### src/include/pco_pkg.sv
// Shared constants, register map and types for the position compare output block
package pco_pkg;

  // Geometry
  localparam int          NPTS      = 20;
  localparam int          ADDR_W    = 12;

  // Register byte offsets
  localparam logic [11:0] OFF_CTRL  = 12'h000;
  localparam logic [11:0] OFF_RES   = 12'h004;
  localparam logic [11:0] OFF_MODE  = 12'h008;
  localparam logic [11:0] OFF_POL   = 12'h00C;
  localparam logic [11:0] OFF_FORM  = 12'h010;
  localparam logic [11:0] OFF_WIDTH = 12'h014;
  localparam logic [11:0] OFF_DELAY = 12'h018;
  localparam logic [11:0] OFF_ORG   = 12'h01C;
  localparam logic [11:0] OFF_FIRST = 12'h020;
  localparam logic [11:0] OFF_LAST  = 12'h024;
  localparam logic [11:0] OFF_PIN   = 12'h028;
  localparam logic [11:0] OFF_STAT  = 12'h02C;
  localparam logic [11:0] OFF_POS   = 12'h030;
  localparam logic [9:0]  ATTR_WIDX = 10'h010;  // Word index of point attribute 1
  localparam logic [9:0]  TGT_WIDX  = 10'h030;  // Word index of point target 1

  // Field positions
  localparam int          CTRL_EN_BIT  = 0;
  localparam int          CTRL_ORG_BIT = 1;
  localparam int          MODE_INC_BIT = 0;
  localparam int          MODE_CYC_BIT = 1;

  // Reset values and limits
  localparam logic [3:0]  RES_RST   = 4'h7;
  localparam logic [3:0]  RES_MAX   = 4'hA;
  localparam logic [13:0] WIDTH_RST = 14'h0064;
  localparam logic [13:0] WIDTH_MAX = 14'h2710;
  localparam logic [7:0]  DELAY_RST = 8'h00;
  localparam logic [7:0]  DELAY_MAX = 8'hC8;
  localparam logic [4:0]  FIRST_RST = 5'h01;
  localparam logic [4:0]  LAST_RST  = 5'h08;
  localparam logic [4:0]  IDX_MAX   = 5'h14;
  localparam logic [15:0] PIN_RST   = 16'h0010;

  // Timing
  localparam int CLK_PERIOD_NS     = 5;
  localparam int PULSE_UNIT_NS     = 100000;
  localparam int DELAY_UNIT_NS     = 1000;
  localparam int CYC_PER_US        = DELAY_UNIT_NS / CLK_PERIOD_NS;
  localparam int CYC_PER_100US_DEF = PULSE_UNIT_NS / CLK_PERIOD_NS;

  // Point attribute codes
  localparam logic [2:0]  ATTR_SKIP     = 3'h0;
  localparam logic [2:0]  ATTR_FWD      = 3'h1;
  localparam logic [2:0]  ATTR_BWD      = 3'h2;
  localparam logic [2:0]  ATTR_BOTH     = 3'h3;
  localparam logic [2:0]  ATTR_INI_FWD  = 3'h4;
  localparam logic [2:0]  ATTR_INI_BOTH = 3'h6;

  // Bus responses
  localparam logic [1:0]  RESP_OKAY   = 2'h0;
  localparam logic [1:0]  RESP_SLVERR = 2'h2;

  typedef enum logic [2:0] {
    ST_OFF   = 3'b000,
    ST_CMP   = 3'b001,
    ST_DELAY = 3'b010,
    ST_PULSE = 3'b011,
    ST_DONE  = 3'b100
  } pco_state_t;

  // Settings that take effect only when the function is switched on
  typedef struct packed {
    logic [3:0]  res;
    logic        inc;
    logic        cyc;
    logic        pol;
    logic        form;
    logic [15:0] pin;
  } pco_cfg_t;

  localparam pco_cfg_t CFG_RST = '{res: RES_RST, inc: 1'b0, cyc: 1'b0, pol: 1'b0,
                                   form: 1'b0, pin: PIN_RST};

endpackage : pco_pkg

### src/design/pco_cross.sv
// Crossing detector for one comparison point
`timescale 1ns/100ps
`default_nettype none
module pco_cross (
  input  wire logic        [2:0]  attr,
  input  wire logic               level_form,
  input  wire logic signed [31:0] prev_pos,
  input  wire logic signed [31:0] cur_pos,
  input  wire logic signed [31:0] tgt_pos,
  output logic                    hit,
  output logic                    skip,
  output logic                    drive_active
);
  import pco_pkg::*;

  wire       fwd_cross = (prev_pos < tgt_pos) && (cur_pos >= tgt_pos);
  wire       bwd_cross = (prev_pos > tgt_pos) && (cur_pos <= tgt_pos);
  wire       ini_attr  = (attr >= ATTR_INI_FWD) && (attr <= ATTR_INI_BOTH);
  wire [2:0] dir_code  = ini_attr ? attr - 3'h3 : attr;
  wire       want_fwd  = (dir_code == ATTR_FWD) || (dir_code == ATTR_BOTH);
  wire       want_bwd  = (dir_code == ATTR_BWD) || (dir_code == ATTR_BOTH);

  // Codes 4 to 6 only mean something in level form
  assign skip         = (attr == ATTR_SKIP) || (attr > ATTR_INI_BOTH)
                        || (ini_attr && !level_form);
  assign hit          = !skip && ((want_fwd && fwd_cross) || (want_bwd && bwd_cross));
  assign drive_active = !ini_attr;
endmodule : pco_cross
`default_nettype wire

### src/design/pco_position_compare_output.sv
// Position compare output unit with AXI4-Lite register access
`timescale 1ns/100ps
`default_nettype none
module pco_position_compare_output #(
  parameter int unsigned CYC_PER_100US = pco_pkg::CYC_PER_100US_DEF
) (
  input  wire logic        aclk,
  input  wire logic        aresetn,
  input  wire logic [31:0] live_position,
  input  wire logic [11:0] s_axi_awaddr,
  input  wire logic        s_axi_awvalid,
  output logic             s_axi_awready,
  input  wire logic [31:0] s_axi_wdata,
  input  wire logic [3:0]  s_axi_wstrb,
  input  wire logic        s_axi_wvalid,
  output logic             s_axi_wready,
  output logic [1:0]       s_axi_bresp,
  output logic             s_axi_bvalid,
  input  wire logic        s_axi_bready,
  input  wire logic [11:0] s_axi_araddr,
  input  wire logic        s_axi_arvalid,
  output logic             s_axi_arready,
  output logic [31:0]      s_axi_rdata,
  output logic [1:0]       s_axi_rresp,
  output logic             s_axi_rvalid,
  input  wire logic        s_axi_rready,
  output logic             compare_out,
  output logic [15:0]      compare_pin_assign
);
  import pco_pkg::*;

  // Bus side state
  logic        awready_r, wready_r, bvalid_r, arready_r, rvalid_r;
  logic        aw_got_r, w_got_r;
  logic [1:0]  bresp_r, rresp_r;
  logic [11:0] waddr_r;
  logic [31:0] wdata_r, rdata_r;
  logic [3:0]  wstrb_r;

  // Software settings
  logic        ctrl_en_r;
  logic [3:0]  res_r;
  logic [1:0]  mode_r;
  logic        pol_r, form_r;
  logic [13:0] width_r;
  logic [7:0]  delay_r;
  logic [31:0] offset_r;
  logic [4:0]  first_r, last_r;
  logic [15:0] pin_r;
  logic [2:0]  attr_r [NPTS];
  logic [31:0] tgt_r  [NPTS];

  // Compare engine state
  pco_state_t  st_r, st_nxt;
  pco_cfg_t    cfg_r, cfg_nxt;
  logic [4:0]  idx_r, idx_nxt;
  logic [27:0] cnt_r, cnt_nxt;
  logic        out_r, out_nxt, pend_r, pend_nxt, en_d_r;
  logic [31:0] ref_r, ref_nxt, org_base_r, prev_r;
  logic signed [31:0] scaled_pos, cur_pos, tgt_eff;

  // Register read view: bit 32 flags a mapped address
  function automatic logic [32:0] reg_word(input logic [11:0] a);
    logic [9:0] ai;
    logic [9:0] ti;
    ai = a[11:2] - ATTR_WIDX;
    ti = a[11:2] - TGT_WIDX;
    reg_word = {1'b1, 32'h0000_0000};
    case (a)
      OFF_CTRL:  reg_word[0]     = ctrl_en_r;
      OFF_RES:   reg_word[3:0]   = res_r;
      OFF_MODE:  reg_word[1:0]   = mode_r;
      OFF_POL:   reg_word[0]     = pol_r;
      OFF_FORM:  reg_word[0]     = form_r;
      OFF_WIDTH: reg_word[13:0]  = width_r;
      OFF_DELAY: reg_word[7:0]   = delay_r;
      OFF_ORG:   reg_word[31:0]  = offset_r;
      OFF_FIRST: reg_word[4:0]   = first_r;
      OFF_LAST:  reg_word[4:0]   = last_r;
      OFF_PIN:   reg_word[15:0]  = pin_r;
      OFF_STAT:  reg_word[31:0]  = {19'h0, idx_r, 3'h0, out_r, 1'b0, st_r};
      OFF_POS:   reg_word[31:0]  = cur_pos;
      default: begin
        if (a[1:0] == 2'h0 && ai < 10'(NPTS)) begin
          reg_word[2:0] = attr_r[ai[4:0]];
        end else if (a[1:0] == 2'h0 && ti < 10'(NPTS)) begin
          reg_word[31:0] = tgt_r[ti[4:0]];
        end else begin
          reg_word = 33'h0_0000_0000;
        end
      end
    endcase
  endfunction : reg_word

  // Position pipeline; native input is 2^24 counts per revolution
  assign scaled_pos = $signed(live_position) >>> cfg_r.res;
  assign cur_pos    = scaled_pos - $signed(org_base_r) + $signed(offset_r);
  assign tgt_eff    = cfg_r.inc ? $signed(ref_r) + $signed(tgt_r[idx_r])
                                : $signed(tgt_r[idx_r]);

  // Write channel acceptance: address and data in either order
  wire        aw_hs     = s_axi_awvalid & awready_r;
  wire        w_hs      = s_axi_wvalid & wready_r;
  wire        do_wr     = aw_got_r & w_got_r & ~bvalid_r;
  wire        b_done    = bvalid_r & s_axi_bready;
  wire        aw_got_nx = (aw_got_r | aw_hs) & ~do_wr;
  wire        w_got_nx  = (w_got_r | w_hs) & ~do_wr;
  wire        bvalid_nx = do_wr | (bvalid_r & ~b_done);
  wire        ar_hs     = s_axi_arvalid & arready_r;
  wire        rvalid_nx = ar_hs | (rvalid_r & ~s_axi_rready);

  // Byte-lane merge of the incoming word over the current contents
  logic [32:0] wr_view, rd_view;  // Processes, so register updates reach the views
  always_comb wr_view = reg_word(waddr_r);
  wire [31:0] wr_mask  = {{8{wstrb_r[3]}}, {8{wstrb_r[2]}}, {8{wstrb_r[1]}}, {8{wstrb_r[0]}}};
  wire [31:0] wv       = (wr_view[31:0] & ~wr_mask) | (wdata_r & wr_mask);
  wire        wr_ok    = do_wr & wr_view[32];
  always_comb rd_view = reg_word(s_axi_araddr);
  wire [9:0]  w_aidx   = waddr_r[11:2] - ATTR_WIDX;
  wire [9:0]  w_tidx   = waddr_r[11:2] - TGT_WIDX;
  wire        wr_org   = wr_ok & (waddr_r == OFF_CTRL) & wv[CTRL_ORG_BIT];

  // Clamped field values; out-of-range writes saturate so indices stay legal
  wire [3:0]  res_w    = (wv > 32'(RES_MAX)) ? RES_MAX : wv[3:0];
  wire [13:0] width_w  = (wv == 32'h0) ? 14'h0001 :
                         (wv > 32'(WIDTH_MAX)) ? WIDTH_MAX : wv[13:0];
  wire [7:0]  delay_w  = (wv > 32'(DELAY_MAX)) ? DELAY_MAX : wv[7:0];
  wire [4:0]  first_w  = (wv == 32'h0) ? 5'h01 : (wv > 32'(IDX_MAX)) ? IDX_MAX : wv[4:0];
  wire [4:0]  last_w   = (wv == 32'h0) ? 5'h01 : (wv > 32'(IDX_MAX)) ? IDX_MAX : wv[4:0];

  // Bus handshake registers; ready flags come from flops so they lag by one cycle
  always_ff @(posedge aclk) begin
    if (!aresetn) begin
      awready_r <= 1'b0;
      wready_r  <= 1'b0;
      aw_got_r  <= 1'b0;
      w_got_r   <= 1'b0;
      bvalid_r  <= 1'b0;
      arready_r <= 1'b0;
      rvalid_r  <= 1'b0;
    end else begin
      aw_got_r  <= aw_got_nx;
      w_got_r   <= w_got_nx;
      bvalid_r  <= bvalid_nx;
      awready_r <= ~aw_got_nx & ~bvalid_nx;
      wready_r  <= ~w_got_nx & ~bvalid_nx;
      rvalid_r  <= rvalid_nx;
      arready_r <= ~rvalid_nx;
    end
  end

  // Bus payload capture
  always_ff @(posedge aclk) begin
    if (!aresetn) begin
      waddr_r <= 12'h000;
      wdata_r <= 32'h0000_0000;
      wstrb_r <= 4'h0;
      bresp_r <= RESP_OKAY;
      rdata_r <= 32'h0000_0000;
      rresp_r <= RESP_OKAY;
    end else begin
      if (aw_hs) waddr_r <= s_axi_awaddr;
      if (w_hs) wdata_r <= s_axi_wdata;
      if (w_hs) wstrb_r <= s_axi_wstrb;
      if (do_wr) bresp_r <= wr_view[32] ? RESP_OKAY : RESP_SLVERR;
      if (ar_hs) rdata_r <= rd_view[31:0];
      if (ar_hs) rresp_r <= rd_view[32] ? RESP_OKAY : RESP_SLVERR;
    end
  end

  // Scalar settings; status and position words are read-only
  always_ff @(posedge aclk) begin
    if (!aresetn) begin
      ctrl_en_r <= 1'b0;
      res_r     <= RES_RST;
      mode_r    <= 2'h0;
      pol_r     <= 1'b0;
      form_r    <= 1'b0;
      width_r   <= WIDTH_RST;
      delay_r   <= DELAY_RST;
      offset_r  <= 32'h0000_0000;
      first_r   <= FIRST_RST;
      last_r    <= LAST_RST;
      pin_r     <= PIN_RST;
    end else if (wr_ok) begin
      case (waddr_r)
        OFF_CTRL:  ctrl_en_r <= wv[CTRL_EN_BIT];
        OFF_RES:   res_r     <= res_w;
        OFF_MODE:  mode_r    <= wv[1:0];
        OFF_POL:   pol_r     <= wv[0];
        OFF_FORM:  form_r    <= wv[0];
        OFF_WIDTH: width_r   <= width_w;
        OFF_DELAY: delay_r   <= delay_w;
        OFF_ORG:   offset_r  <= wv;
        OFF_FIRST: first_r   <= first_w;
        OFF_LAST:  last_r    <= last_w;
        OFF_PIN:   pin_r     <= wv[15:0];
        default:   ;
      endcase
    end
  end

  // Point storage, one attribute and one target per entry
  genvar gi;
  generate
    for (gi = 0; gi < NPTS; gi++) begin : g_pt
      always_ff @(posedge aclk) begin
        if (!aresetn) begin
          attr_r[gi] <= ATTR_SKIP;
          tgt_r[gi]  <= 32'h0000_0000;
        end else begin
          if (wr_ok && w_aidx == 10'(gi)) attr_r[gi] <= wv[2:0];
          if (wr_ok && w_tidx == 10'(gi)) tgt_r[gi]  <= wv;
        end
      end
    end
  endgenerate

  // Crossing test for the point under watch
  logic pt_hit, pt_skip, pt_active;
  pco_cross u_cross (
    .attr         (attr_r[idx_r]),
    .level_form   (cfg_r.form),
    .prev_pos     ($signed(prev_r)),
    .cur_pos      (cur_pos),
    .tgt_pos      (tgt_eff),
    .hit          (pt_hit),
    .skip         (pt_skip),
    .drive_active (pt_active)
  );

  wire        en_rise   = ctrl_en_r & ~en_d_r;
  wire        at_last   = (idx_r >= last_r - 5'h01) || (idx_r == IDX_MAX - 5'h01);
  wire        hit_level = pt_active ? ~cfg_r.pol : cfg_r.pol;
  wire [27:0] width_cyc = 28'(width_r * CYC_PER_100US) - 28'h1;
  wire [27:0] delay_cyc = 28'(delay_r * CYC_PER_US) - 28'h1;

  // Compare engine next state
  always_comb begin
    logic go_apply;
    logic go_adv;
    logic lvl;
    go_apply = 1'b0;
    go_adv   = 1'b0;
    lvl      = pend_r;
    st_nxt   = st_r;
    cfg_nxt  = cfg_r;
    idx_nxt  = idx_r;
    cnt_nxt  = cnt_r;
    out_nxt  = out_r;
    ref_nxt  = ref_r;
    pend_nxt = pend_r;
    if (!ctrl_en_r) begin
      st_nxt  = ST_OFF;
      out_nxt = cfg_r.pol;
    end else if (en_rise) begin
      // Restart-time settings are taken only here
      cfg_nxt = '{res: res_r, inc: mode_r[MODE_INC_BIT], cyc: mode_r[MODE_CYC_BIT],
                  pol: pol_r, form: form_r, pin: pin_r};
      st_nxt  = ST_CMP;
      idx_nxt = first_r - 5'h01;
      ref_nxt = cur_pos;
      out_nxt = pol_r;
    end else begin
      case (st_r)
        ST_CMP: begin
          if (pt_skip) begin
            go_adv = 1'b1;
          end else if (pt_hit) begin
            ref_nxt  = tgt_eff;
            pend_nxt = hit_level;
            lvl      = hit_level;
            if (delay_r != 8'h00) begin
              cnt_nxt = delay_cyc;
              st_nxt  = ST_DELAY;
            end else begin
              go_apply = 1'b1;
            end
          end
        end
        ST_DELAY: begin
          if (cnt_r == 28'h0) go_apply = 1'b1;
          else cnt_nxt = cnt_r - 28'h1;
        end
        ST_PULSE: begin
          if (cnt_r == 28'h0) begin
            out_nxt = cfg_r.pol;
            go_adv  = 1'b1;
          end else begin
            cnt_nxt = cnt_r - 28'h1;
          end
        end
        ST_OFF, ST_DONE: ;
        default: st_nxt = ST_OFF;
      endcase
      if (go_apply) begin
        out_nxt = lvl;
        if (!cfg_r.form) begin
          cnt_nxt = width_cyc;
          st_nxt  = ST_PULSE;
        end else begin
          go_adv = 1'b1;
        end
      end
      if (go_adv) begin
        if (!at_last) begin
          idx_nxt = idx_r + 5'h01;
          st_nxt  = ST_CMP;
        end else if (cfg_r.cyc) begin
          idx_nxt = first_r - 5'h01;
          st_nxt  = ST_CMP;
        end else begin
          st_nxt  = ST_DONE;
        end
      end
    end
  end

  // Engine registers; origin set reseeds the previous sample to avoid a false crossing
  always_ff @(posedge aclk) begin
    if (!aresetn) begin
      st_r       <= ST_OFF;
      cfg_r      <= CFG_RST;
      idx_r      <= 5'h00;
      cnt_r      <= 28'h0;
      out_r      <= 1'b0;
      pend_r     <= 1'b0;
      ref_r      <= 32'h0000_0000;
      en_d_r     <= 1'b0;
      org_base_r <= 32'h0000_0000;
      prev_r     <= 32'h0000_0000;
    end else begin
      st_r       <= st_nxt;
      cfg_r      <= cfg_nxt;
      idx_r      <= idx_nxt;
      cnt_r      <= cnt_nxt;
      out_r      <= out_nxt;
      pend_r     <= pend_nxt;
      ref_r      <= ref_nxt;
      en_d_r     <= ctrl_en_r;
      org_base_r <= wr_org ? scaled_pos : org_base_r;
      prev_r     <= wr_org ? offset_r : cur_pos;
    end
  end

  // Outputs straight from flops
  assign s_axi_awready      = awready_r;
  assign s_axi_wready       = wready_r;
  assign s_axi_bvalid       = bvalid_r;
  assign s_axi_bresp        = bresp_r;
  assign s_axi_arready      = arready_r;
  assign s_axi_rvalid       = rvalid_r;
  assign s_axi_rdata        = rdata_r;
  assign s_axi_rresp        = rresp_r;
  assign compare_out        = out_r;
  assign compare_pin_assign = cfg_r.pin;
endmodule : pco_position_compare_output
`default_nettype wire

### config.mk
export PLATFORM = sky130hd
export DESIGN_NAME = pco_position_compare_output
export DESIGN_NICKNAME = d
export VERILOG_FILES = /design/src/include/pco_pkg.sv /design/src/design/pco_cross.sv /design/src/design/pco_position_compare_output.sv
export SDC_FILE = /design/constraint.sdc
export NUM_CORES = 2
export LEC_CHECK = 0
export ABC_AREA = 1
export ABC_CLOCK_PERIOD_IN_PS = 8700
export BUFFER_PORTS_ARGS = -buffer_cell sky130_fd_sc_hd__clkbuf_2
export CAP_MARGIN = 20
export CELL_PAD_IN_SITES_DETAIL_PLACEMENT = 0
export CELL_PAD_IN_SITES_GLOBAL_PLACEMENT = 2
export CORE_UTILIZATION = 38
export CTS_CLUSTER_DIAMETER = 30
export DETAILED_ROUTE_END_ITERATION = 16
export PLACE_DENSITY = 0.83
export SETUP_SLACK_MARGIN = 0.3
export SYNTH_ARGS = -nofsm -noshare
export SYNTH_HDL_FRONTEND = slang
export SYNTH_HIERARCHICAL = 1
export SYNTH_SLANG_ARGS = --single-unit
### constraint.sdc
create_clock -name aclk -period 8.7 [get_ports aclk]
set_clock_uncertainty 0.15 [all_clocks]
set_input_delay 1.305 -clock aclk [delete_from_list [all_inputs] [get_ports aclk]]
set_output_delay 1.305 -clock aclk [all_outputs]
set_load 0.03 [all_outputs]
==> results.env <==
RUN_STATUS='complete, no violations'
SYNTH_LARGEST_TYPE_AREA_FRACTION_PCT=29.33
CPLARGESTDELAYFAMILY='compound AO/OA/AOI/OAI gates'
NUMCLOCKSINKS=1042
CTS_HOLD_BUF=0
FINAL_LAYOUT_NET_COUNT=10550
RELSLEWSLACK_PCT=17.86
POST_SYNTH_INST_COUNT=10000
TIMING.FMAX_MHz=124.3
PLACEMENT.IO_BUFFERS=154
NUMBER_OF_NETS_WITH_ANTENNA_VIOLATIONS_AFTER_DETAILED_ROUTING=0
FF2FF_SETUP_SLACK_NS=0.66
CTS.REPORTEDPATHS.CLKPINSLEW_NS=0.04
DR_PASS1_ITERATIONS=7
ASYNCSETRESETFLOPFRACSYNTH_PCT=0
POWER_SWITCHING_mW=5.759
CRITICAL_PATH_CLASS='flip-flop to flip-flop'
LAYOUT_CELLS_SIZED_ABOVE_1_PCT=10.91
CTS_TREE='built'
VIA_COUNT=76790
DPL_CELL_AREA_UM2=75610
DETAIL_ROUTE.VIAS_PER_CELL=5.972
DIEAREA_UM2=190400
SYNTH_SEQ_CELLS=1042
SYNTH_AREA_LEADER_CELL='sky130_fd_sc_hd__edfxtp_1'
CRIT_PATH_MAX_FANOUT=24
ANTENNA_VIOLATIONS_BEFORE_REPAIR=13
CTS_BUF_COUNT=313
CHIP_HEIGHT_UM=436.3
CLOCK_PATH_BUFFERS=4
WL_PER_CELL_UM=28.61
PATH_DEPTH=44
CRIT_SLOWEST_CELL='sky130_fd_sc_hd__inv_2'
TOTAL_LEAKAGE_POWER_nW=36.94
FINALHOLDVIOLATIONS=0
SETUP_VIOL=0
PERIOD_MINUS_SLACK_NS=8.044
GR-TOTAL-OVERFLOW=0
STDCELL_COUNT=12860
FP.DIEW_UM=436.3
CRITICAL_PATH.ENDPOINT_TYPE='flip-flop'
GRT_MAX_DEGREE=128
STARTING_DENSITY_OF_THE_CORE_PCT=38.21
HTREE_LEVELS=5
PLACE_INST=12290
SYNTH_SEQ_AREA_SHARE_PCT=38.88
WORST_HOLD_SLACK_NS=0.2729
DESIGN.CORE.AREA_UM2=187600
CLOCK_POWER_SHARE_PCT=56.6
TIMING.SETUP.TNS_NS=0
POSTSYNTH.TOPFLOPCELL='sky130_fd_sc_hd__edfxtp_1'
CLK-INSERTION-DELAY-LATE_NS=0.98
ROOT_BUFFER='sky130_fd_sc_hd__clkbuf_16'
DRT_ITER0_DRC=10390
CRITICAL_PATH.REG2REG.ENDPOINT='cnt_r[13]'
SYNTH.TOP_CELLS.BY_COUNT='sky130_fd_sc_hd__nand2_1 (1978), sky130_fd_sc_hd__nor2_1 (1822), sky130_fd_sc_hd__inv_1 (972), sky130_fd_sc_hd__o21ai_0 (972), sky130_fd_sc_hd__edfxtp_1 (700)'
COMB_PWR_SHARE_PCT=14.9
SYN_AREA_UM2=71680
GRT_SETUP_UNREPAIRED='no'
SYNTHMOSTINSTANTIATEDCELL='sky130_fd_sc_hd__nand2_1'
INT_PWR_mW=13.89
IO_PINS=157
VIAS_IN_THE_FIRST_GLOBAL_ROUTE=71300
FINALMAXSLEWVIOLATIONS=0
TIMING.CRITICAL_PATH.FROM_TYPE='flip-flop'
DRT_WL_TOTAL_UM=367800
GP_CONGESTION=0.9726
SYN2LAYOUT_AREA_GROWTH_PCT=20.40
SYNTH.AREA.TOP_CELLS='sky130_fd_sc_hd__edfxtp_1 (29%), sky130_fd_sc_hd__nand2_1 (10%), sky130_fd_sc_hd__dfxtp_1 (9.6%), sky130_fd_sc_hd__nor2_1 (9.5%), sky130_fd_sc_hd__o21ai_0 (6.8%)'
POWER.SWITCHING_FRACTION_PCT=29.31
SYNTH-EDFF-COUNT=700
DRV_CAP=0
STAGE_DELAY_OF_THE_SLOWEST_CELL_ON_THE_CRITICAL_PATH_NS=0.76
TIMING.CRITICAL_PATH.BUF_INV=11
PLACEMENT_ROWS=159
REQUIRED_NS=9.35
WORST_SETUP_PATH_ENDPOINT='cnt_r[13]'
PERIOD_SHARE_PCT=92.46
CRIT_ARRIVAL_NS=8.69
REMAINING_DRC_ERRORS=0
FINAL_AREA_UM2=86300
GRT_PASS1_WL_UM=511700
RR_WORST_DEPTH=44
VDD_DROP_MAX_mV=0.2078
YS.WARNINGS.COUNT=6
TRACK_USAGE_PCT=36.86
POWER.DENSITY_CELL_AREA_nW_PER_UM2=227.7
MAX_SLEW.WORST_PIN.SLEW_NS=1.232
POST_SYNTH.CELL_AREA_AVG_UM2=7.166
TIMING.HOLD.WORST.CLASS='flip-flop to flip-flop'
TOTAL_HALF_PERIMETER_WIRELENGTH_AFTER_LEGALIZATION_AND_DETAILED_PLACEMENT_UM=242200
PWR-SHARE-SEQ_PCT=28.5
SYNTH_CELL_TYPES=72
registers in the layout (all words and copies together), names as in the netlist, 28 cells and up, named ones only:
register,cells
offset_r,32
tgt_r,640
s_axi_rdata,32
org_base_r,32
cnt_r,28
prev_r,32
ref_r,32
wdata_r,32
attr_r,60
cell usage in the layout (no fill, tap or decap), drive strengths merged, types with 15 or more instances in the layout:
cell type and count:
bufinv 33, o22ai 446, edfxtp 700, o221ai 43, xor2 50, clkinv 113, nor3 61, o21ai 989
mux2i 18, inv 1011, clkinvlp 15, or2 17, xnor2 42, a32o 24, a221oi 31, a21oi 644
nand3 327, a211oi 27, a31oi 95, a22oi 36, clkbuf 550, o211ai 55, ha 249, nand3b 18
nand4 99, nand2 2003, fa 64, nor2 1838, dfxtp 342, buf 310
cell families after synthesis:
group,after synthesis,synth area share [%]
compound gates,2478,19.65
xor+xnor,92,1.124
fa+ha+maj,313,6.134
buf+inv,1675,9.297
flops,1042,38.88
mux,20,0.2828
other cells,1,0.005232
simple gates,4382,24.63
stage by stage:
stage          power, mW  util, %  worst slack, ns
6_report           19.65    46.00           0.6563
2_1_floorplan      7.232        -            1.823
4_1_cts            19.58    45.73           0.3742
3_5_place_dp       8.484    40.30          0.06989
3_3_place_gp       8.474    40.27        0.0007985
5_1_grt            20.11    46.00           0.3211
cell type report:
class	count	area (um^2)
diodes	2	5.005
clock buffers	389	8498
clock inverters	153	1653
fillers	19000	101300
inverters	1017	3886
multi-input cells	7287	37540
flip-flops and latches	1042	27890
well taps	2495	3122
repair buffers	471	3695
repair inverters	2	18.77
metal layers:
metal	vias up	GRT usage (%)	wire length, um
li1	34090	-	-
met1	36500	48.91	147100
met2	5062	54.50	154000
met3	1148	7.471	40540
met4	4	23.47	26130
met5	-	0	26
worst min-delay path by stage:
stage               cells after the start            end  slack [ns]  startpoint
finish                                  1  s_axi_awready        0.27    aw_got_r
global placement                        1  s_axi_awready        0.26    aw_got_r
global route                            1   s_axi_wready        0.30     w_got_r
detailed placement                      1  s_axi_awready        0.27    aw_got_r
CTS                                     1  s_axi_awready        0.28    aw_got_r
floorplan                               1  s_axi_awready        0.25    aw_got_r
timing repair:
| item | CTS | global route |
|---|---|---|
| resized for setup | 8 | 46 |
| setup endpoints to repair | 41 | 74 |
| gates cloned | 0 | 10 |
| pin swaps | 0 | 2 |
| buffers inserted | 0 | 10 |
power by group through the flow:
stage                     Combinational [mW]  Clock, mW  Sequential (mW)
after floorplan                         1.60          0             5.63
after global placement                  2.81          0             5.66
after detailed placement                2.82          0             5.67
after CTS                               2.83       11.2             5.59
after global routing                    3.07       11.4             5.60
final                                   2.93       11.1             5.59
Note: power is estimated with default switching activity, not from simulation.
